[config.mk]
export PLATFORM = sky130hd
export DESIGN_NAME = port_pad_function_mux
export DESIGN_NICKNAME = d
export VERILOG_FILES = /design/src/verilog/pad_mux_pkg.sv /design/src/verilog/pad_cell_mux.sv /design/src/verilog/port_pad_function_mux.sv
export SDC_FILE = /design/constraint.sdc
export NUM_CORES = 1
export LEC_CHECK = 0
export BUFFER_PORTS_ARGS = -buffer_cell sky130_fd_sc_hd__buf_2
export CORE_ASPECT_RATIO = 1.5
export CORE_MARGIN = 10
export CORE_UTILIZATION = 51
export CTS_BUF_LIST = sky130_fd_sc_hd__clkbuf_8
export DETAILED_ROUTE_END_ITERATION = 16
export GPL_ROUTABILITY_DRIVEN = 0
export GPL_TIMING_DRIVEN = 1
export MAX_ROUTING_LAYER = met4
export PLACE_DENSITY_LB_ADDON = 0.1
export REMOVE_ABC_BUFFERS = 1
export SLEW_MARGIN = 30
export SYNTH_ARGS = -nofsm -noshare
export SYNTH_HDL_FRONTEND = slang
export SYNTH_HIERARCHICAL = 1
export SYNTH_SLANG_ARGS = --single-unit
[constraint.sdc]
create_clock -name clk -period 2.28 [get_ports clk]
set_input_delay 0.228 -clock clk [delete_from_list [all_inputs] [get_ports clk]]
set_output_delay 0.228 -clock clk [all_outputs]
set_load 0.01 [all_outputs]
[src/verilog/pad_mux_pkg.sv]
package pad_mux_pkg;

	// ----------------------------------------------------------------
	// sizes
	// ----------------------------------------------------------------
	localparam int NUM_PADS = 16;
	localparam int NUM_SEL_INPUTS = 4;
	localparam int ADDR_W = 8;

	// ----------------------------------------------------------------
	// register map (byte addresses, one word each)
	// ----------------------------------------------------------------
	localparam logic [7:0] PAD_CFG_BASE = 8'h00;
	localparam logic [7:0] SRC_SEL_BASE = 8'h40;
	localparam logic [7:0] PAD_IN_ADDR = 8'h50;
	localparam logic [7:0] SPECIAL_ADDR = 8'h54;

	// pad positions: debug pads at 0..3, display syncs at 4..5, reserved at 14..15
	localparam int DBG_CLK_PAD = 0;
	localparam int DBG_DIN_PAD = 1;
	localparam int DBG_DOUT_PAD = 2;
	localparam int DBG_MODE_PAD = 3;
	localparam int VSYNC_PAD = 4;
	localparam int HSYNC_PAD = 5;
	localparam logic [15:0] RESERVED_MASK = 16'hc000;

	// ----------------------------------------------------------------
	// pad configuration fields
	// ----------------------------------------------------------------
	localparam int ALT_LSB = 0;
	localparam int INBUF_BIT = 2;
	localparam int ANALOG_BIT = 3;
	localparam int OBE_BIT = 4;
	localparam int PULL_BIT = 5;
	localparam logic [1:0] ALT_OPT0 = 2'h0;
	localparam logic [1:0] ALT_OPT1 = 2'h1;
	localparam logic [1:0] ALT_OPT2 = 2'h2;
	localparam logic [1:0] ALT_OPT3 = 2'h3;
	localparam logic [5:0] CFG_RST_NONE = 6'h00;
	localparam logic [5:0] CFG_RST_IN_PU = 6'h25;
	localparam logic [5:0] CFG_RST_OUT = 6'h11;
	localparam logic [5:0] CFG_RST_IN = 6'h04;
	localparam logic [31:0] UNMAPPED_DATA = 32'h0000_0000;

	typedef struct packed {
		logic pull_en;
		logic out_en;
		logic analog_en;
		logic input_buffer_enable;
		logic [1:0] alt_function_select;
	} pad_cfg_t;

	typedef struct packed {
		logic [3:0] out;
		logic [3:0] oe;
	} func_out_t;

	typedef enum logic [2:0] {
		BUS_IDLE = 3'b001,
		BUS_ACK = 3'b010,
		BUS_DONE = 3'b100
	} bus_state_t;

endpackage : pad_mux_pkg

[src/verilog/pad_cell_mux.sv]
// one pad: selects output function and gates the input path
module pad_cell_mux
	import pad_mux_pkg::*;
(
	input wire pad_mux_pkg::pad_cfg_t cfg,
	input wire pad_mux_pkg::func_out_t funcs,
	input wire logic special_active,
	input wire logic pad_in,
	output logic pad_out,
	output logic pad_oe_n,
	output logic periph_in,
	output logic analog_en
);

	// ----------------------------------------------------------------
	// output routing
	// ----------------------------------------------------------------
	always_comb
	begin
		pad_out = funcs.out[cfg.alt_function_select]; // see [RULE_01]
		pad_oe_n = ~(cfg.out_en | funcs.oe[cfg.alt_function_select]);
		// digital input does not care about alt select
		periph_in = cfg.input_buffer_enable & pad_in; // see [RULE_02]
		// special path runs beside the digital one, undisturbed by it
		analog_en = cfg.analog_en | special_active; // see [RULE_03] see [RULE_04]
	end

endmodule : pad_cell_mux

[src/verilog/port_pad_function_mux.sv]
// Function
// [RULE_01] two-bit alt field picks output option
// [RULE_02] peripheral input gated only by buffer enable
// [RULE_03] special functions independent of digital selection
// [RULE_04] analog bit or owner module enables special
// [RULE_05] source select registers steer peripheral inputs
// [RULE_06] debug pads start as test port
// [RULE_07] pads reset with documented direction and pull
// [RULE_08] flash pads follow controller serial mode
// [RULE_09] reserved positions: no register, read zero; the special read at SPECIAL_ADDR still returns special_module_en bits 14..15
// [RULE_10] default reset: option zero, buffer off
module port_pad_function_mux
	import pad_mux_pkg::*;
#(
	parameter int PADS = pad_mux_pkg::NUM_PADS,
	parameter int SEL_INPUTS = pad_mux_pkg::NUM_SEL_INPUTS
)
(
	input wire logic clk,
	input wire logic reset_n,
	input wire logic [pad_mux_pkg::ADDR_W-1:0] avs_address,
	input wire logic avs_read,
	input wire logic avs_write,
	input wire logic [31:0] avs_writedata,
	input wire logic [3:0] avs_byteenable,
	output logic [31:0] avs_readdata,
	output logic avs_waitrequest,
	input wire pad_mux_pkg::func_out_t [PADS-1:0] func_out,
	input wire logic [PADS-1:0] special_module_en,
	input wire logic serial_flash_mode,
	input wire logic [PADS-1:0] pad_in,
	output logic [PADS-1:0] pad_out,
	output logic [PADS-1:0] pad_oe_n,
	output logic [PADS-1:0] pad_pull_en,
	output logic [PADS-1:0] pad_analog_en,
	output logic [PADS-1:0] periph_in,
	output logic [SEL_INPUTS-1:0] sel_periph_in
);

	// ----------------------------------------------------------------
	// state
	// ----------------------------------------------------------------
	pad_cfg_t [PADS-1:0] cfg_r, cfg_nxt;
	logic [3:0] src_sel_r [SEL_INPUTS], src_sel_nxt [SEL_INPUTS];
	bus_state_t bus_r, bus_nxt;
	logic [31:0] rdata_r, rdata_nxt;
	logic [PADS-1:0] pin_mux_in;
	logic [PADS-1:0] cell_oe_n;
	logic wr_commit;
	func_out_t [PADS-1:0] eff_func;

	// reset value of one pad's configuration
	function automatic pad_cfg_t reset_cfg(input int idx);
		if (idx == DBG_CLK_PAD || idx == DBG_DIN_PAD || idx == DBG_MODE_PAD)
			return pad_cfg_t'(CFG_RST_IN_PU); // see [RULE_06] see [RULE_07]
		else if (idx == DBG_DOUT_PAD)
			return pad_cfg_t'(CFG_RST_OUT); // see [RULE_06] see [RULE_07]
		else if (idx == VSYNC_PAD || idx == HSYNC_PAD)
			return pad_cfg_t'(CFG_RST_IN); // see [RULE_07]
		else
			return pad_cfg_t'(CFG_RST_NONE); // see [RULE_10]
	endfunction : reset_cfg

	// reserved position check
	function automatic logic is_reserved(input int idx);
		return RESERVED_MASK[idx[3:0]];
	endfunction : is_reserved

	// ----------------------------------------------------------------
	// address decode
	// ----------------------------------------------------------------
	// pad configuration word idx; reserved positions have no register
	function automatic logic cfg_hit(input logic [ADDR_W-1:0] addr, input int idx);
		return (addr == PAD_CFG_BASE + 8'(4 * idx)) && !is_reserved(idx);
	endfunction : cfg_hit

	// source select word idx
	function automatic logic sel_hit(input logic [ADDR_W-1:0] addr, input int idx);
		return addr == SRC_SEL_BASE + 8'(4 * idx);
	endfunction : sel_hit

	// ----------------------------------------------------------------
	// flash mode: option 2 takes the option 3 functions on every pad, option 3 kept
	// ----------------------------------------------------------------
	always_comb
	begin
		eff_func = func_out;
		// only option 2 is remapped in flash mode; option 3 keeps its own functions
		if (serial_flash_mode)
		begin
			for (int i = 0; i < PADS; i++)
			begin
				eff_func[i].out[ALT_OPT2] = func_out[i].out[ALT_OPT3]; // see [RULE_08]
				eff_func[i].oe[ALT_OPT2] = func_out[i].oe[ALT_OPT3];
			end
		end
	end

	// ----------------------------------------------------------------
	// pad cells
	// ----------------------------------------------------------------
	for (genvar g = 0; g < PADS; g++)
	begin : g_pad
		pad_cell_mux u_cell (
			.cfg(cfg_r[g]),
			.funcs(eff_func[g]),
			.special_active(special_module_en[g]),
			.pad_in(pad_in[g]),
			.pad_out(pin_mux_in[g]),
			.pad_oe_n(cell_oe_n[g]),
			.periph_in(periph_in[g]),
			.analog_en(pad_analog_en[g])
		);
		assign pad_pull_en[g] = cfg_r[g].pull_en;
	end

	// reserved positions have no pad: data held low and driver kept off
	always_comb
	begin
		for (int i = 0; i < PADS; i++)
		begin
			pad_out[i] = pin_mux_in[i] & ~RESERVED_MASK[i]; // see [RULE_09]
			pad_oe_n[i] = cell_oe_n[i] | RESERVED_MASK[i]; // see [RULE_09]
		end
	end

	// ----------------------------------------------------------------
	// selectable peripheral inputs
	// ----------------------------------------------------------------
	always_comb
	begin
		for (int s = 0; s < SEL_INPUTS; s++)
			sel_periph_in[s] = periph_in[src_sel_r[s]]; // see [RULE_05]
	end

	// ----------------------------------------------------------------
	// register bus: two wait cycles, then answer
	// ----------------------------------------------------------------
	always_comb
	begin
		cfg_nxt = cfg_r;
		src_sel_nxt = src_sel_r;
		bus_nxt = bus_r;
		rdata_nxt = rdata_r;
		case (bus_r)
			BUS_IDLE:
			begin
				if (avs_read || avs_write)
					bus_nxt = BUS_ACK;
			end
			BUS_ACK:
			begin
				bus_nxt = BUS_DONE;
				// read data is captured here and stands through the answer cycle
				rdata_nxt = UNMAPPED_DATA;
				for (int i = 0; i < PADS; i++)
				begin
					if (cfg_hit(avs_address, i))
					begin
						rdata_nxt = {26'h000_0000, cfg_r[i]}; // see [RULE_09]
					end
				end
				for (int s = 0; s < SEL_INPUTS; s++)
				begin
					if (sel_hit(avs_address, s))
					begin
						rdata_nxt = {28'h000_0000, src_sel_r[s]};
					end
				end
				if (avs_address == PAD_IN_ADDR)
					rdata_nxt = {16'h0000, pad_in & ~RESERVED_MASK};
				if (avs_address == SPECIAL_ADDR)
					rdata_nxt = {16'h0000, pad_analog_en};
			end
			BUS_DONE:
			begin
				bus_nxt = BUS_IDLE;
				// writes land only at the edge where waitrequest is seen low
				for (int i = 0; i < PADS; i++)
				begin
					if (wr_commit && cfg_hit(avs_address, i))
						cfg_nxt[i] = pad_cfg_t'(avs_writedata[5:0]); // see [RULE_09]
				end
				for (int s = 0; s < SEL_INPUTS; s++)
				begin
					if (wr_commit && sel_hit(avs_address, s))
						src_sel_nxt[s] = avs_writedata[3:0]; // see [RULE_05]
				end
			end
			default:
				bus_nxt = BUS_IDLE;
		endcase
	end

	// register stage
	always_ff @(posedge clk or negedge reset_n)
	begin
		if (!reset_n)
		begin
			// debug and sync pads start in their fixed roles
			for (int i = 0; i < PADS; i++)
				cfg_r[i] <= reset_cfg(i);
			for (int s = 0; s < SEL_INPUTS; s++)
				src_sel_r[s] <= 4'h0;
			bus_r <= BUS_IDLE;
			rdata_r <= 32'h0000_0000;
		end
		else
		begin
			cfg_r <= cfg_nxt;
			src_sel_r <= src_sel_nxt;
			bus_r <= bus_nxt;
			rdata_r <= rdata_nxt;
		end
	end

	// a write commits only in the answer cycle, with lane 0 enabled
	assign wr_commit = (bus_r == BUS_DONE) && avs_write && avs_byteenable[0];

	// answer the cycle after the access is decoded
	assign avs_waitrequest = (avs_read || avs_write) && (bus_r != BUS_DONE);
	assign avs_readdata = rdata_r;

endmodule : port_pad_function_mux
# [Yosys cells after proc, flatten, opt, wreduce, memory -nomap -nowiden]
# Index checks and enable logic that the tools add are counted.
[word_totals] register_bits=135 in_bits=209 word_cells=329
[op_classes] order_cmp=18 n_eq_ne=24 n_mux=114 n_bitwise=56 n_reduce_logical=41
[op_table] operator="$mux 32" count=13
[op_table] operator="$mux 1" count=60
[op_table] operator="$bmux 1 s2" count=28
[op_table] operator="$eq 8x6->1 const B" count=6
[op_table] operator="$eq 8x7->1 const B" count=6
[op_table] operator="$lt 2x3->1 const B" count=14
[op_table] operator="$mux 6" count=7
[op_table] operator="$reduce_and 2->1" count=18
[op_table] operator="$eq 8x5->1 const B" count=4
[op_table] operator="$or 1x1->1" count=28
[op_table] operator="$logic_and 1x1->1" count=21
[op_table] operator="$lt 4x5->1 const B" count=4
[op_table] operator="$bmux 1 s4" count=4
[op_table] operator="$eq 8x4->1 const B" count=2
[op_table] operator="$and 1x1->1" count=14
[op_table] operator="$not 1->1" count=14
[op_table] operator="$eq 8x3->1 const B" count=1
[op_table] operator="$logic_not 8->1" count=1
[op_table] operator="$pmux 3 s2" count=1
[op_table] operator="$eq 3x1->1 const B" count=1
[op_table] operator="$eq 3x2->1 const B" count=1
[op_table] operator="$eq 3x3->1 const B" count=1
[op_table] operator="$mux 3" count=1
[op_table] operator="$ne 3x3->1 const B" count=1
[op_table] operator="2 further kinds" count=2

# [Depth between registers and ports, before layout]
[depth] word_depth=21 depth_mapped=8 ltp_nobuf=7

# [Modules after synthesis]
# Netlist, hierarchy kept.
[modules_own_cells] mod="port_pad_function_mux" n_inst=1 cells_per_inst=681 area_each_um2=7473.4
[modules_own_cells] mod="pad_cell_mux" n_inst=16 cells_per_inst=5 area_each_um2=65.1

# [Worst setup path before layout]
# Ideal clock, no wire load.
[synth_timing] kind="input to output" start="in serial_flash_mode" end="out pad_oe_n[10]" arrival_time_ps=1754 slack_ps=298 path_stages=6 path_buffers=3 path_cell_list="clkbuf_1 > buf_1 > mux2_2 > mux4_2 > nor2_1 > buf_4"
[synth_rtl] element="start, declared" line="port_pad_function_mux.sv:30" source="input wire logic serial_flash_mode,"
[synth_rtl] element="end, declared" line="port_pad_function_mux.sv:33" source="output logic [PADS-1:0] pad_oe_n,"

# [Worst setup path after layout]
[layout_timing] start="reg cfg_r[44] in the netlist's numbering" end="out sel_periph_in[3]"
[layout_via] elab_chain_cells=3
[layout_lines] element="start, declared" line="port_pad_function_mux.sv:43" source="pad_cfg_t [PADS-1:0] cfg_r, cfg_nxt;"
[layout_lines] element="start signal, assigned by index" line="port_pad_function_mux.sv:202" source="cfg_r[i] <= reset_cfg(i);"
[layout_lines] element="start signal, assigned" line="port_pad_function_mux.sv:210" source="cfg_r <= cfg_nxt;"
[layout_lines] element="$and 1x1->1" line="pad_cell_mux.sv:23" source="periph_in = cfg.input_buffer_enable & pad_in;"
[layout_lines] element="$bmux 1 s4" line="port_pad_function_mux.sv:133" source="sel_periph_in[s] = periph_in[src_sel_r[s]];"
[layout_lines] element="$mux 1 (implied by the code)" line="port_pad_function_mux.sv:133"
[layout_lines] element="end, declared" line="port_pad_function_mux.sv:37" source="output logic [SEL_INPUTS-1:0] sel_periph_in"
# No other way between the ends. The select of a mux whose other input is x is not followed.

==> flow_results.org <==
** Floorplanning
- From bottom edge to top edge, the die measures 176.8 um.
- In this run the core area contains 57 standard-cell rows.
- Core footprint :: 16190 um2
- Initial core utilization :: 51.67%
- IO Pins :: 326
- The floorplan step defined a die boundary enclosing 22030 um2.
- Floorplan die width :: 124.6 um

** Synthesis
- Per-instance average area after synthesis :: 11.14 um2
- Syn Inst Count :: 751
- Yosys warnings :: 6
- The mapped netlist covers 8364 um2.

** Clock tree
- Clock tree from TritonCTS :: done
- Clock latency of the later-clocked register in the worst-skew pair :: 0.45 ns
- After clock tree synthesis, the clock-pin slew on the worst setup and hold paths is 0.08 ns.
- Number of clock buffers inserted by TritonCTS :: 17
- Clock root buffer :: sky130_fd_sc_hd__clkbuf_8
- Largest buffer count on any clock path :: 2
- The H-tree was split into 4 levels.
- Total number of clock tree sinks :: 119

** Worst setup path
- The worst register-to-register path has a setup slack of 0.12 ns.
- Reg2reg path depth :: 6
- Critical path fanouts, max :: 5
- Arrival time at the worst endpoint :: 2.13 ns
- STA classifies the critical path endpoint as a primary output.
- In this run the critical register-to-register path is captured at cfg_r[22].
- Worst EP required :: 2.05 ns
- The worst setup path is launched from a flip-flop.
- Startpoint of the most critical register-to-register path :: bus_r[1]
- CP Class :: flip-flop to primary output

** Power
- IR analysis of the VDD net gives a maximum drop of 0.2822 mV.
- Power share of the sequential group :: 42.8%
- Overall power consumption after layout is estimated at 5467 uW.
- Of the total power, the share spent switching nets is 30.26%.
- PwrDens :: 526.9 nW/um2
- Cell-internal power :: 3813 uW
- Combinational cells account for 22.0% of the total power.
- Total net switching power :: 1654 uW
- In this run the static leakage power is 0.004929 uW.
- Clock network fraction of total power :: 35.2%

** Min path
- Worst Min Path Start :: pad_in[13]
- Instance count along the most critical hold path :: 3
- In this run the worst hold path is classified as primary input to flip-flop.
- Hold Path Sink :: avs_readdata[13]

** Global route
- Entering global routing, the biggest net connects 56 pins.
- Congestion Overflow GR :: 0
- The initial antenna violation count was 1.
- The first global-routing pass estimated 44340 um of wire.
- Vias in the first global route :: 7967
- Across every metal layer, demand over resource in global routing totals 26.16%.

** Placed design
- Number of buffers added on ports :: 256
- Prior to clock tree synthesis, the placed netlist has a worst setup slack of 0.02193 ns.
- After legalization and detailed placement, the total HPWL measured 22710 um.

** STA
- The max-slew violation count is 0.
- Slew at the pin with the worst max-slew slack :: 0.5013 ns
- Setup violations remaining at the end of the flow were counted as 4.
- For this run, the top clock speed supported by timing is 0.4246 GHz.
- Setup repair after global routing could not meet its margin everywhere.
- Final critical path time including I/O delays and setup :: 2.355 ns
- Fin worst setup slack :: -0.07496 ns
- The final count of hold timing violations came to 0.
- Final period util :: 103.3%
- Measured against its own limit, the worst slew margin works out to 66.58%.
- Clock skew on the completed layout was measured at 0.01129 ns.

** Routing
- Routed wire length :: 28670 um
- For this run, design rule violations remaining after detail routing come to 0.
- Length of the first detailed-routing pass in iterations :: 5
- Summing over every cut layer, the via total after detailed routing is 7466.
- After detailed routing, the average wire length per cell comes to 23.31 um.
- The first routing iteration left 635 violations.
- In this run the remaining antenna-violating nets after routing total 0.
- Via-to-Cell Ratio :: 6.070

** Finish
- Post-synthesis to final-layout area growth :: 24.05%
- Number of nets in the final layout :: 1219
- Ratio of cells with drive above 1 in the final layout :: 58.06%
- Most used cells in the layout excluding fill and tap cells :: 251 x sky130_fd_sc_hd__buf_2, 130 x sky130_fd_sc_hd__mux2_2, 101 x sky130_fd_sc_hd__dfrtp_1
- Leading cell type in the layout, fill and taps excluded :: sky130_fd_sc_hd__buf_2

** Outcome
- Outcome :: complete, but fails checks
- The final reports fail on setup timing.

** Flow run
- Max-cap violations :: 0
-- layout make-up --
type	instances	area, um2
timing repair buffer	326	1899
multi-input combinational	541	4805
antenna	1	2.502
fill	1371	5813
clock inverter	13	131.4
sequential	119	3000
clock buffer	19	261.5
tap	206	257.7
inverter	5	18.77
-- registers in the layout, indices dropped and copies added, names as in the netlist --
signal and count:
src_sel_r 16, cfg_r 70, bus_r 3, pad_pull_en 14, avs_readdata 16
-- stage by stage --
step / utilization (%) / hold slack (ns) / cell area (um2) / std cells / setup TNS, ns
finish: 64.09 / 0.05625 / 10380 / 1230 / -0.2317
global route: 64.09 / 0.04727 / 10380 / 1230 / -0.4296
CTS: 63.82 / 0.04376 / 10330 / 1225 / -0.2537
detailed placement: 60.51 / 0.1322 / 9796 / 1182 / 0
global placement: 60.51 / 0.1318 / 9796 / 1182 / 0
floorplan: - / -0.06759 / 7779 / 665 / 0
-- how the worst max path moves through the flow --
stage                         startpoint                to  cells past startpoint
final                          cfg_r[44]  sel_periph_in[3]                      4
after global routing           cfg_r[44]  sel_periph_in[3]                      4
after CTS                      cfg_r[14]  sel_periph_in[0]                      4
after detailed placement  avs_address[2]         cfg_r[69]                      8
after global placement    avs_address[2]         cfg_r[68]                      8
after floorplan           avs_address[4]         cfg_r[66]                      4
-- critical path, stage by stage (launching register included) --
cell	delay, ns
sky130_fd_sc_hd__dfrtp_1	0.39
sky130_fd_sc_hd__and2_4	0.17
sky130_fd_sc_hd__mux4_2	0.50
sky130_fd_sc_hd__mux4_2	0.48
sky130_fd_sc_hd__buf_6	0.14
-- power groups by stage --
stage | registers [uW] | clock network [uW] | logic [uW]
3_3_place_gp | 2380 | 0 | 1180
3_5_place_dp | 2380 | 0 | 1200
4_1_cts | 2340 | 1930 | 1210
2_1_floorplan | 2430 | 0 | 513
6_report | 2340 | 1920 | 1200
5_1_grt | 2360 | 2040 | 1320
-- routing by layer --
metal	GRT usage, %	vias to the layer above	routed length, um
li1	-	3262	-
met2	44.71	402	15030
met1	28.74	3720	10570
met4	12.03	0	1131
met3	5.517	82	1944
met5	-	-	0
-- what timing repair did --
item / in CTS / in global routing
hold buffers: 1 / 0
pin swaps: 6 / 2
gates resized for setup: 30 / 2
setup buffers: 10 / 4
endpoints found under the setup margin: 4 / 31
endpoints found under the hold margin: 56 / 0
Note: power is estimated with default switching activity, not from simulation.
